--- config.mk ---
export PLATFORM = sky130hd
export DESIGN_NAME = common_command_status_parser
export DESIGN_NICKNAME = d
export VERILOG_FILES = /design/src/logic/cmd_pkg.sv /design/src/logic/common_command_status_parser.sv
export SDC_FILE = /design/constraint.sdc
export NUM_CORES = 2
export LEC_CHECK = 0
export ABC_AREA = 1
export BUFFER_PORTS_ARGS = -buffer_cell sky130_fd_sc_hd__buf_4
export CAP_MARGIN = 10
export CORE_MARGIN = 2
export CORE_UTILIZATION = 23
export CTS_BUF_LIST = sky130_fd_sc_hd__clkbuf_4 sky130_fd_sc_hd__clkbuf_8
export CTS_CLUSTER_DIAMETER = 150
export DETAILED_ROUTE_END_ITERATION = 8
export PLACE_DENSITY = 0.32
export SYNTH_ARGS = -nofsm -noshare
export SYNTH_HDL_FRONTEND = slang
export SYNTH_SLANG_ARGS = --single-unit
--- constraint.sdc ---
create_clock -name core_clk -period 92.3 [get_ports core_clk]
set_input_delay 27.69 -clock core_clk [delete_from_list [all_inputs] [get_ports core_clk]]
set_output_delay 27.69 -clock core_clk [all_outputs]
set_load 0.005 [all_outputs]
--- src/logic/cmd_pkg.sv ---
package cmd_pkg;
	// ascii codes
	localparam logic [7:0] CH_STAR = 8'h2A;
	localparam logic [7:0] CH_QMARK = 8'h3F;
	localparam logic [7:0] CH_QUOTE = 8'h22;
	localparam logic [7:0] CH_SPACE = 8'h20;
	localparam logic [7:0] CH_COMMA = 8'h2C;
	localparam logic [7:0] CH_DOT = 8'h2E;
	localparam logic [7:0] CH_CR = 8'h0D;
	localparam logic [7:0] CH_LF = 8'h0A;
	localparam logic [7:0] CH_ZERO = 8'h30;
	localparam logic [7:0] CH_ONE = 8'h31;
	localparam logic [7:0] CH_NINE = 8'h39;
	localparam logic [7:0] CH_SLASH = 8'h2F;
	// event bit positions
	localparam int EV_OPC = 0;
	localparam int EV_QRY = 2;
	localparam int EV_EXE = 4;
	localparam int EV_CME = 5;
	localparam int EV_PON = 7;
	localparam logic [7:0] EV_USED = 8'hB5;
	localparam logic [7:0] ESR_RESET = 8'h80;
	localparam logic [7:0] MASK_RESET = 8'h00;
	// dotted decimal shape
	localparam int DD_FIELDS = 4;
	localparam int DD_DIGITS = 3;
	// command line buffer
	localparam int LINE_LEN = 32;
	localparam int ID_LEN = 41;
	// decoded common commands
	typedef enum logic [3:0] {
		CC_NONE = 4'h0, CC_CLS = 4'h1, CC_ESE = 4'h2, CC_ESEQ = 4'h3, CC_ESRQ = 4'h4,
		CC_IDNQ = 4'h5, CC_OPC = 4'h6, CC_OPCQ = 4'h7, CC_RST = 4'h8, CC_SRE = 4'h9,
		CC_SREQ = 4'hA, CC_BAD = 4'hF
	} ccmd_t;
	typedef enum logic [2:0] {
		ST_RECV = 3'b000, ST_DECODE = 3'b001, ST_EXEC = 3'b011, ST_WAIT = 3'b010,
		ST_REPLY = 3'b110
	} state_t;
	typedef struct packed {
		logic valid;
		logic [7:0] data;
	} char_t;
endpackage : cmd_pkg

--- src/logic/common_command_status_parser.sv ---
// Overview of operation
// - A mnemonic that starts with an asterisk is handled here as a common command; others pass out.
// - A trailing question mark makes a query with a reply, except on CLS and RST where it is a command error; without it no reply is sent.
// - Commas and spaces inside quotes are not taken as parameter delimiters.
// - A dotted-decimal parameter has exactly four dot-separated fields of three digits each.
// - Clear resets status byte, event status and operation event bits and aborts pending work.
// - Clear touches only interface state; controller settings are restored only by reset.
// - Event bits weigh two to their position: 0 complete, 2 query, 4 execution, 5 command, 7 power.
// - The event enable command loads a decimal weight sum, masked to the used event bits, into the event enable mask.
// - The event enable query replies with the mask as a decimal weight sum and terminator.
// - The event status query replies with the decimal sum of the set event bits.
// - The identity query replies maker, model, slash-separated serials and n.n firmware version.
// - The complete command sets the complete bit only once pending operations have finished.
// - The complete query queues a 1 once pending operations finish, without setting the bit.
// - The reset command restores all monitor parameters to power-up values.
// - The service enable command loads a decimal weight sum into the service enable mask.
`timescale 1ns/1ns
module common_command_status_parser #(
	parameter int ID_LEN_P = cmd_pkg::ID_LEN,
	// identity text is arbitrary
	parameter logic [8*ID_LEN_P-1:0] ID_TEXT = "XMPL,DEVICE01,0000000/0000000/0000000,1.0"
) (
	input wire logic core_clk,
	input wire logic rst,
	input wire cmd_pkg::char_t rx_char,
	input wire logic tx_ready,
	input wire logic ops_busy,
	input wire logic exe_error,
	input wire logic [7:0] status_byte_in,
	output cmd_pkg::char_t tx_char,
	output logic [7:0] esr_out,
	output logic [7:0] ese_out,
	output logic [7:0] sre_out,
	output logic clear_pulse,
	output logic reset_pulse,
	output logic abort_pulse,
	output logic dev_cmd_valid,
	output logic query_error_flag
);
	localparam int LL = cmd_pkg::LINE_LEN;

	// =====================================
	// line buffer
	logic [7:0] line_reg [LL];
	logic [5:0] len_reg;
	logic in_quote_reg;
	logic [5:0] param_reg;
	cmd_pkg::state_t state_reg;
	cmd_pkg::ccmd_t cmd_reg;
	logic [7:0] esr_reg, ese_reg, sre_reg;
	logic [7:0] num_reg;
	logic num_ok_reg;
	logic pend_opc_reg, pend_opcq_reg;
	logic [8*ID_LEN_P-1:0] reply_reg;
	logic [5:0] rlen_reg;
	logic [5:0] ridx_reg;
	logic is_term;
	assign is_term = rx_char.valid && (rx_char.data == cmd_pkg::CH_LF);

	always_ff @(posedge core_clk) begin
		if (rst) begin
			len_reg <= 6'h00;
			in_quote_reg <= 1'b0;
		end else if (state_reg == cmd_pkg::ST_RECV && rx_char.valid && !is_term) begin
			if (rx_char.data == cmd_pkg::CH_QUOTE)
				in_quote_reg <= ~in_quote_reg;
			if (rx_char.data != cmd_pkg::CH_CR && len_reg < 6'(LL)) begin
				line_reg[len_reg[4:0]] <= rx_char.data;
				len_reg <= len_reg + 6'h01;
			end
		end else if (state_reg == cmd_pkg::ST_EXEC) begin
			len_reg <= 6'h00;
			in_quote_reg <= 1'b0;
		end
	end

	// =====================================
	// mnemonic decode
	function automatic logic [23:0] mn3(input logic [7:0] a, b, c);
		mn3 = {a & 8'hDF, b & 8'hDF, c & 8'hDF};
	endfunction : mn3

	cmd_pkg::ccmd_t dec;
	logic qry;
	always_comb begin
		dec = cmd_pkg::CC_BAD;
		qry = (len_reg >= 6'h05) && (line_reg[4] == cmd_pkg::CH_QMARK);
		unique case (mn3(line_reg[1], line_reg[2], line_reg[3]))
			"CLS": dec = qry ? cmd_pkg::CC_BAD : cmd_pkg::CC_CLS;
			"ESE": dec = qry ? cmd_pkg::CC_ESEQ : cmd_pkg::CC_ESE;
			"ESR": dec = qry ? cmd_pkg::CC_ESRQ : cmd_pkg::CC_BAD;
			"IDN": dec = qry ? cmd_pkg::CC_IDNQ : cmd_pkg::CC_BAD;
			"OPC": dec = qry ? cmd_pkg::CC_OPCQ : cmd_pkg::CC_OPC;
			"RST": dec = qry ? cmd_pkg::CC_BAD : cmd_pkg::CC_RST;
			"SRE": dec = qry ? cmd_pkg::CC_SREQ : cmd_pkg::CC_SRE;
			default: dec = cmd_pkg::CC_BAD;
		endcase
		if (len_reg < 6'h04 || line_reg[0] != cmd_pkg::CH_STAR)
			dec = cmd_pkg::CC_NONE;
	end

	// decimal parameter from position 5 on, digits accumulate until the value exceeds 255 and other characters are skipped
	logic [9:0] acc;
	logic acc_ok;
	always_comb begin
		acc = 10'h000;
		acc_ok = 1'b0;
		for (int i = 5; i < LL; i++) begin
			if (6'(i) < len_reg && line_reg[i] >= cmd_pkg::CH_ZERO
					&& line_reg[i] <= cmd_pkg::CH_NINE && acc < 10'd256) begin
				acc = 10'(acc * 10'd10) + {6'h00, 4'(line_reg[i] - cmd_pkg::CH_ZERO)};
				acc_ok = 1'b1;
			end
		end
		if (acc > 10'd255)
			acc_ok = 1'b0;
	end

	// dotted decimal shape check over the parameter field
	logic dd_ok;
	always_comb begin
		int f, d;
		f = 0;
		d = 0;
		dd_ok = 1'b1;
		for (int i = 0; i < LL; i++) begin
			if (6'(i) >= param_reg && 6'(i) < len_reg) begin
				if (line_reg[i] == cmd_pkg::CH_DOT) begin
					if (d != cmd_pkg::DD_DIGITS)
						dd_ok = 1'b0;
					f = f + 1;
					d = 0;
				end else
					d = d + 1;
			end
		end
		if (f != cmd_pkg::DD_FIELDS - 1 || d != cmd_pkg::DD_DIGITS)
			dd_ok = 1'b0;
	end

	always_ff @(posedge core_clk) begin
		if (rst)
			param_reg <= 6'h00;
		else if (state_reg == cmd_pkg::ST_RECV && rx_char.valid && !in_quote_reg
				&& (rx_char.data == cmd_pkg::CH_SPACE || rx_char.data == cmd_pkg::CH_COMMA))
			param_reg <= len_reg + 6'h01;
		else if (state_reg == cmd_pkg::ST_EXEC)
			param_reg <= 6'h00;
	end

	// =====================================
	// sequencer
	function automatic logic [23:0] dec3(input logic [7:0] v);
		dec3 = {cmd_pkg::CH_ZERO + 8'(v / 8'd100), cmd_pkg::CH_ZERO + 8'((v / 8'd10) % 8'd10),
			cmd_pkg::CH_ZERO + 8'(v % 8'd10)};
	endfunction : dec3

	logic [8*ID_LEN_P-1:0] reply_next;
	logic [5:0] rlen_next;
	always_comb begin
		reply_next = '0;
		rlen_next = 6'h00;
		unique case (cmd_reg)
			cmd_pkg::CC_ESEQ: begin
				reply_next[8*ID_LEN_P-1 -: 24] = dec3(ese_reg);
				rlen_next = 6'h03;
			end
			cmd_pkg::CC_ESRQ: begin
				reply_next[8*ID_LEN_P-1 -: 24] = dec3(esr_reg);
				rlen_next = 6'h03;
			end
			cmd_pkg::CC_SREQ: begin
				reply_next[8*ID_LEN_P-1 -: 24] = dec3(sre_reg);
				rlen_next = 6'h03;
			end
			cmd_pkg::CC_IDNQ: begin
				reply_next = ID_TEXT;
				rlen_next = 6'(ID_LEN_P);
			end
			cmd_pkg::CC_OPCQ: begin
				reply_next[8*ID_LEN_P-1 -: 8] = cmd_pkg::CH_ONE;
				rlen_next = 6'h01;
			end
			default: begin
				reply_next = '0;
				rlen_next = 6'h00;
			end
		endcase
	end

	logic tx_go;
	assign tx_go = state_reg == cmd_pkg::ST_REPLY && tx_ready;

	always_ff @(posedge core_clk) begin
		if (rst) begin
			state_reg <= cmd_pkg::ST_RECV;
			cmd_reg <= cmd_pkg::CC_NONE;
			num_reg <= 8'h00;
			num_ok_reg <= 1'b0;
			ridx_reg <= 6'h00;
			rlen_reg <= 6'h00;
			reply_reg <= '0;
		end else begin
			unique case (state_reg)
				cmd_pkg::ST_RECV:
					if (is_term)
						state_reg <= cmd_pkg::ST_DECODE;
				cmd_pkg::ST_DECODE: begin
					cmd_reg <= dec;
					num_reg <= acc[7:0];
					num_ok_reg <= acc_ok;
					state_reg <= cmd_pkg::ST_EXEC;
				end
				cmd_pkg::ST_EXEC: begin
					reply_reg <= reply_next;
					rlen_reg <= rlen_next;
					ridx_reg <= 6'h00;
					if (cmd_reg == cmd_pkg::CC_OPC || cmd_reg == cmd_pkg::CC_OPCQ)
						state_reg <= cmd_pkg::ST_WAIT;
					else if (rlen_next != 6'h00)
						state_reg <= cmd_pkg::ST_REPLY;
					else
						state_reg <= cmd_pkg::ST_RECV;
				end
				cmd_pkg::ST_WAIT:
					if (!ops_busy)
						state_reg <= (cmd_reg == cmd_pkg::CC_OPCQ) ? cmd_pkg::ST_REPLY
							: cmd_pkg::ST_RECV;
				cmd_pkg::ST_REPLY:
					if (tx_go) begin
						ridx_reg <= ridx_reg + 6'h01;
						reply_reg <= reply_reg << 8;
						if (ridx_reg == rlen_reg + 6'h01)
							state_reg <= cmd_pkg::ST_RECV;
					end
			endcase
		end
	end

	// reply characters, then cr lf
	always_ff @(posedge core_clk) begin
		if (rst)
			tx_char <= '0;
		else if (tx_go) begin
			tx_char.valid <= 1'b1;
			tx_char.data <= (ridx_reg < rlen_reg) ? reply_reg[8*ID_LEN_P-1 -: 8]
				: (ridx_reg == rlen_reg) ? cmd_pkg::CH_CR : cmd_pkg::CH_LF;
		end else
			tx_char <= '0;
	end

	// =====================================
	// status registers
	logic in_exec;
	assign in_exec = state_reg == cmd_pkg::ST_EXEC;

	always_ff @(posedge core_clk) begin
		if (rst) begin
			esr_reg <= cmd_pkg::ESR_RESET;
			ese_reg <= cmd_pkg::MASK_RESET;
			sre_reg <= cmd_pkg::MASK_RESET;
		end else begin
			if (in_exec && cmd_reg == cmd_pkg::CC_CLS)
				esr_reg <= 8'h00;
			else if (in_exec && cmd_reg == cmd_pkg::CC_ESRQ)
				esr_reg <= 8'h00;
			if (in_exec && cmd_reg == cmd_pkg::CC_ESE && num_ok_reg)
				ese_reg <= num_reg & cmd_pkg::EV_USED;
			if (in_exec && cmd_reg == cmd_pkg::CC_SRE && num_ok_reg)
				sre_reg <= num_reg;
			// events set after clear so a same-cycle event wins
			if (state_reg == cmd_pkg::ST_WAIT && !ops_busy && cmd_reg == cmd_pkg::CC_OPC)
				esr_reg[cmd_pkg::EV_OPC] <= 1'b1;
			if (exe_error || (in_exec && (cmd_reg == cmd_pkg::CC_ESE
					|| cmd_reg == cmd_pkg::CC_SRE) && !num_ok_reg && !dd_ok))
				esr_reg[cmd_pkg::EV_EXE] <= 1'b1;
			if (in_exec && cmd_reg == cmd_pkg::CC_BAD)
				esr_reg[cmd_pkg::EV_CME] <= 1'b1;
			if (tx_ready == 1'b0 && state_reg == cmd_pkg::ST_REPLY && is_term)
				esr_reg[cmd_pkg::EV_QRY] <= 1'b1;
		end
	end

	// =====================================
	// output strobes
	always_ff @(posedge core_clk) begin
		if (rst) begin
			clear_pulse <= 1'b0;
			reset_pulse <= 1'b0;
			abort_pulse <= 1'b0;
			dev_cmd_valid <= 1'b0;
			esr_out <= cmd_pkg::ESR_RESET;
			ese_out <= cmd_pkg::MASK_RESET;
			sre_out <= cmd_pkg::MASK_RESET;
			query_error_flag <= 1'b0;
		end else begin
			clear_pulse <= in_exec && cmd_reg == cmd_pkg::CC_CLS;
			abort_pulse <= in_exec && cmd_reg == cmd_pkg::CC_CLS;
			reset_pulse <= in_exec && cmd_reg == cmd_pkg::CC_RST;
			dev_cmd_valid <= in_exec && cmd_reg == cmd_pkg::CC_NONE;
			esr_out <= esr_reg;
			ese_out <= ese_reg;
			sre_out <= sre_reg & ~8'h40;
			query_error_flag <= esr_reg[cmd_pkg::EV_QRY];
		end
	end

	// =====================================
	// checks
	opc_wait_a: assert property (@(posedge core_clk) disable iff (rst)
		(state_reg == cmd_pkg::ST_WAIT && ops_busy) |=> !$rose(esr_reg[cmd_pkg::EV_OPC]))
		else $error("complete bit set while busy");
	cls_clear_a: assert property (@(posedge core_clk) disable iff (rst)
		(in_exec && cmd_reg == cmd_pkg::CC_CLS && !exe_error) |=> esr_reg[7:5] == 3'b000)
		else $error("clear left event bits");
	cls_pulse_a: assert property (@(posedge core_clk) disable iff (rst)
		(in_exec && cmd_reg == cmd_pkg::CC_CLS) |=> clear_pulse && !reset_pulse)
		else $error("clear pulse wrong");
	rst_pulse_a: assert property (@(posedge core_clk) disable iff (rst)
		(in_exec && cmd_reg == cmd_pkg::CC_RST) |=> reset_pulse)
		else $error("reset pulse missing");
	ese_load_a: assert property (@(posedge core_clk) disable iff (rst)
		(in_exec && cmd_reg == cmd_pkg::CC_ESE && num_ok_reg)
		|=> ese_reg == ($past(num_reg) & cmd_pkg::EV_USED))
		else $error("event mask not loaded");
	sre_load_a: assert property (@(posedge core_clk) disable iff (rst)
		(in_exec && cmd_reg == cmd_pkg::CC_SRE && num_ok_reg) |=> sre_reg == $past(num_reg))
		else $error("service mask not loaded");
	term_decode_a: assert property (@(posedge core_clk) disable iff (rst)
		(state_reg == cmd_pkg::ST_RECV && is_term) |=> state_reg == cmd_pkg::ST_DECODE)
		else $error("terminator not taken");
	cmd_noreply_a: assert property (@(posedge core_clk) disable iff (rst)
		(in_exec && (cmd_reg == cmd_pkg::CC_ESE || cmd_reg == cmd_pkg::CC_CLS))
		|=> state_reg == cmd_pkg::ST_RECV)
		else $error("command produced reply");
	opcq_bit_a: assert property (@(posedge core_clk) disable iff (rst)
		(state_reg == cmd_pkg::ST_WAIT && cmd_reg == cmd_pkg::CC_OPCQ && !ops_busy)
		|=> state_reg == cmd_pkg::ST_REPLY ##0 $stable(esr_reg[cmd_pkg::EV_OPC]))
		else $error("complete query misbehaved");
endmodule : common_command_status_parser

==> reports/qor.yml <==
status: "finished clean"
grt_setup_unrepaired: "false"
syn_area_um2: 51780
period_share_pct: 44.80
wl_met3_um: 3380
final_area_um2: 57440
comb_power_share_pct: 5.9
endpoint_kind: "flip-flop"
syn_area_per_cell_um2: 7.000
powerDensity_nw_per_um2: 9.663
dpl.hpwl_um: 126400
cp.arrival_ns: 41.97
most-common-layout-cells: "1590 x nand2_1, 1006 x inv_1, 718 x nor2_1"
vdd_ir_drop_max_uv: 11.06
fp.dieH_um: 478.5
cts.sinks: 545
power_frac_seq_pct: 45.7
synth_seq_area_share_pct: 26.02
area_growth_pct: 10.92
cts.repair.resized: 0
final_layout_size_suffix_gt1_share_pct: 10.73
grt_max_degree: 203
place_congestion: 0.8037
crit_path_top_delay_cell: "dfxtp_1"
fmax_mhz: 24.18
dr_wl_met2_um: 77030
drv_cap: 0
drc: 0
postRouteAntennaNets: 0
highest_layer: "met4"
ys.flop_type: "dfxtp_1"
p_leak_nw: 25.02
worstPathMaxFanout: 17
largest_reg_flops: 256
synth_cell_type_count: 92
clk_latency_ns: 0.82
synthCells: 7397
tightest_slew_ns: 1.094
clock_power_share_pct: 48.4
core_area_um2: 224200
dr.pass1.iters: 5
skew_ns: 0.07547
fillers: 25160
die_w_um: 478.5
cts-root-buf: "clkbuf_8"
startpoint_type: "flip-flop"
finalWirelength_um: 160300
placed_cell_area_um2: 55110
grt_pass1_vias: 46300
grt_pass1_wl_um: 255000
vias: 46380
io_buffers: 44
wl_met1_um: 77360
cts_setup_buffers: 0
p_switching_w: 0.0001349
setup-violations-final: 0
drv_slew: 0
slowest_delay_ns: 0.63
cp_top_family: "adder cells"
maxSlewHeadroom_pct: 26.26
path_clk_slew_ns: 0.06
vias_per_cell: 4.424
synthArstFlopShare_pct: 0
synth_warnings: 0
intPower_w: 0.0004200
io_pins: 60
cp_common_cell: "ha_1"
tritoncts: "done"
finalHoldViolCount: 0
finalSetupTns_ns: 0
hp-class: "reg2reg"
nets: 7938
dieArea_um2: 228900
synth-edff-count: 256
grt-ovfl-total: 0
postCtsHoldBufs: 0
ys_ff_latch: 545
final_common_cell: "nand2_1"
rows: 174
criticalPathCategory: "reg2reg"
initial_utilization_pct: 23.09
grt_util_all_layers_pct: 13.83
crit_buf_inv: 19
cts_inserted_buffers: 98
worst-endpoint-required_ns: 92.93
clk_path_buf_depth: 3
htree_levels: 3
p_sw_share_pct: 24.31
dr.first_iter.drc_count: 2070
layout_min_cycle_time_ns: 41.35
antenna_found_initial: 7
avgRoutedWirePerCell_um: 15.29
==> cells by family after synthesis <==
group,count (synthesis),synth area share [%]
other,2,0.01450
buffers and inverters,1261,9.965
muxes,3,0.05800
AOI/OAI and AO/OA,1160,12.29
DFF,545,26.02
adders and majority gates,508,13.03
and+or+nand+nor,3634,33.67
xor gates and xnor gates,284,4.956
==> area by class of cell <==
type	count	area, um2	share of cell area, %
Antenna cell	5	12.51	0.02178
Clock buffer	148	1856	3.231
Clock inverter	31	455.4	0.7930
Inverter	1101	4200	7.313
Multi-Input combinational cell	5597	33190	57.79
Sequential cell	545	13470	23.46
Tap cell	2992	3744	6.518
Timing Repair Buffer	65	500.5	0.8714
==> synthesized netlist by cell type (all sizes together), types with 66 or more instances <==
master,instances,area share [%]
nand2,1785,14
inv,1082,7.9
nor2,780,6.4
o21ai,579,5.7
nand3,575,6.8
ha,456,11
a21oi,429,4.3
dfxtp,289,11
edfxtp,256,15
nand4,207,2.7
xor2,194,3.4
clkbuf,111,1.2
nor3,93,0.99
xnor2,90,1.5
or2,66,0.80
==> metal layers <==
metal	track usage [%]	vias to the layer above
li1	-	24490
met1	18.22	21380
met2	24.34	371
met3	1.349	138
met4	2.807	0
met5	0	-
==> worst reg2reg max path, delay by kind of cell, from the launching register on <==
family          cells  cell delay (ns)
fa+ha+maj          42            13.93
simple gates       91            12.61
compound gates     24             6.98
xor+xnor           25             5.50
buf+inv            19             1.55
flops               1             0.63
==> power groups by stage <==
stage / combinational (W) / sequential, W / clock (W)
2_1_floorplan: 0.0000221 / 0.000259 / 0
3_3_place_gp: 0.0000334 / 0.000259 / 0
3_5_place_dp: 0.0000336 / 0.000259 / 0
4_1_cts: 0.0000337 / 0.000254 / 0.000281
5_1_grt: 0.0000378 / 0.000254 / 0.000289
6_report: 0.0000328 / 0.000254 / 0.000269
==> worst paths after layout <==
kind                                startpoint              to  slack, ns  cells after the start
worst max-delay path                len_reg[4]      num_ok_reg      50.95                    201
worst min-delay path            reply_reg[116]  reply_reg[124]       0.43                      2
worst max register to register      len_reg[4]      num_ok_reg      50.95                    201
worst min register to register  reply_reg[116]  reply_reg[124]       0.43                      2
==> metrics by stage <==
step	hold WS, ns	setup WS, ns	total power, W	std cells	util, %
after global placement	0.4476	50.09	0.0002922	10300	24.58
after CTS	0.4271	49.94	0.0005684	10480	25.61
after floorplan	0.4144	57.36	0.0002807	7403	-
after detailed placement	0.4438	50.18	0.0002924	10300	24.58
after global routing	0.4498	46.49	0.0005807	10480	25.61
final	0.4299	50.95	0.0005550	10480	25.61
Power figures use the tool's default switching activity.
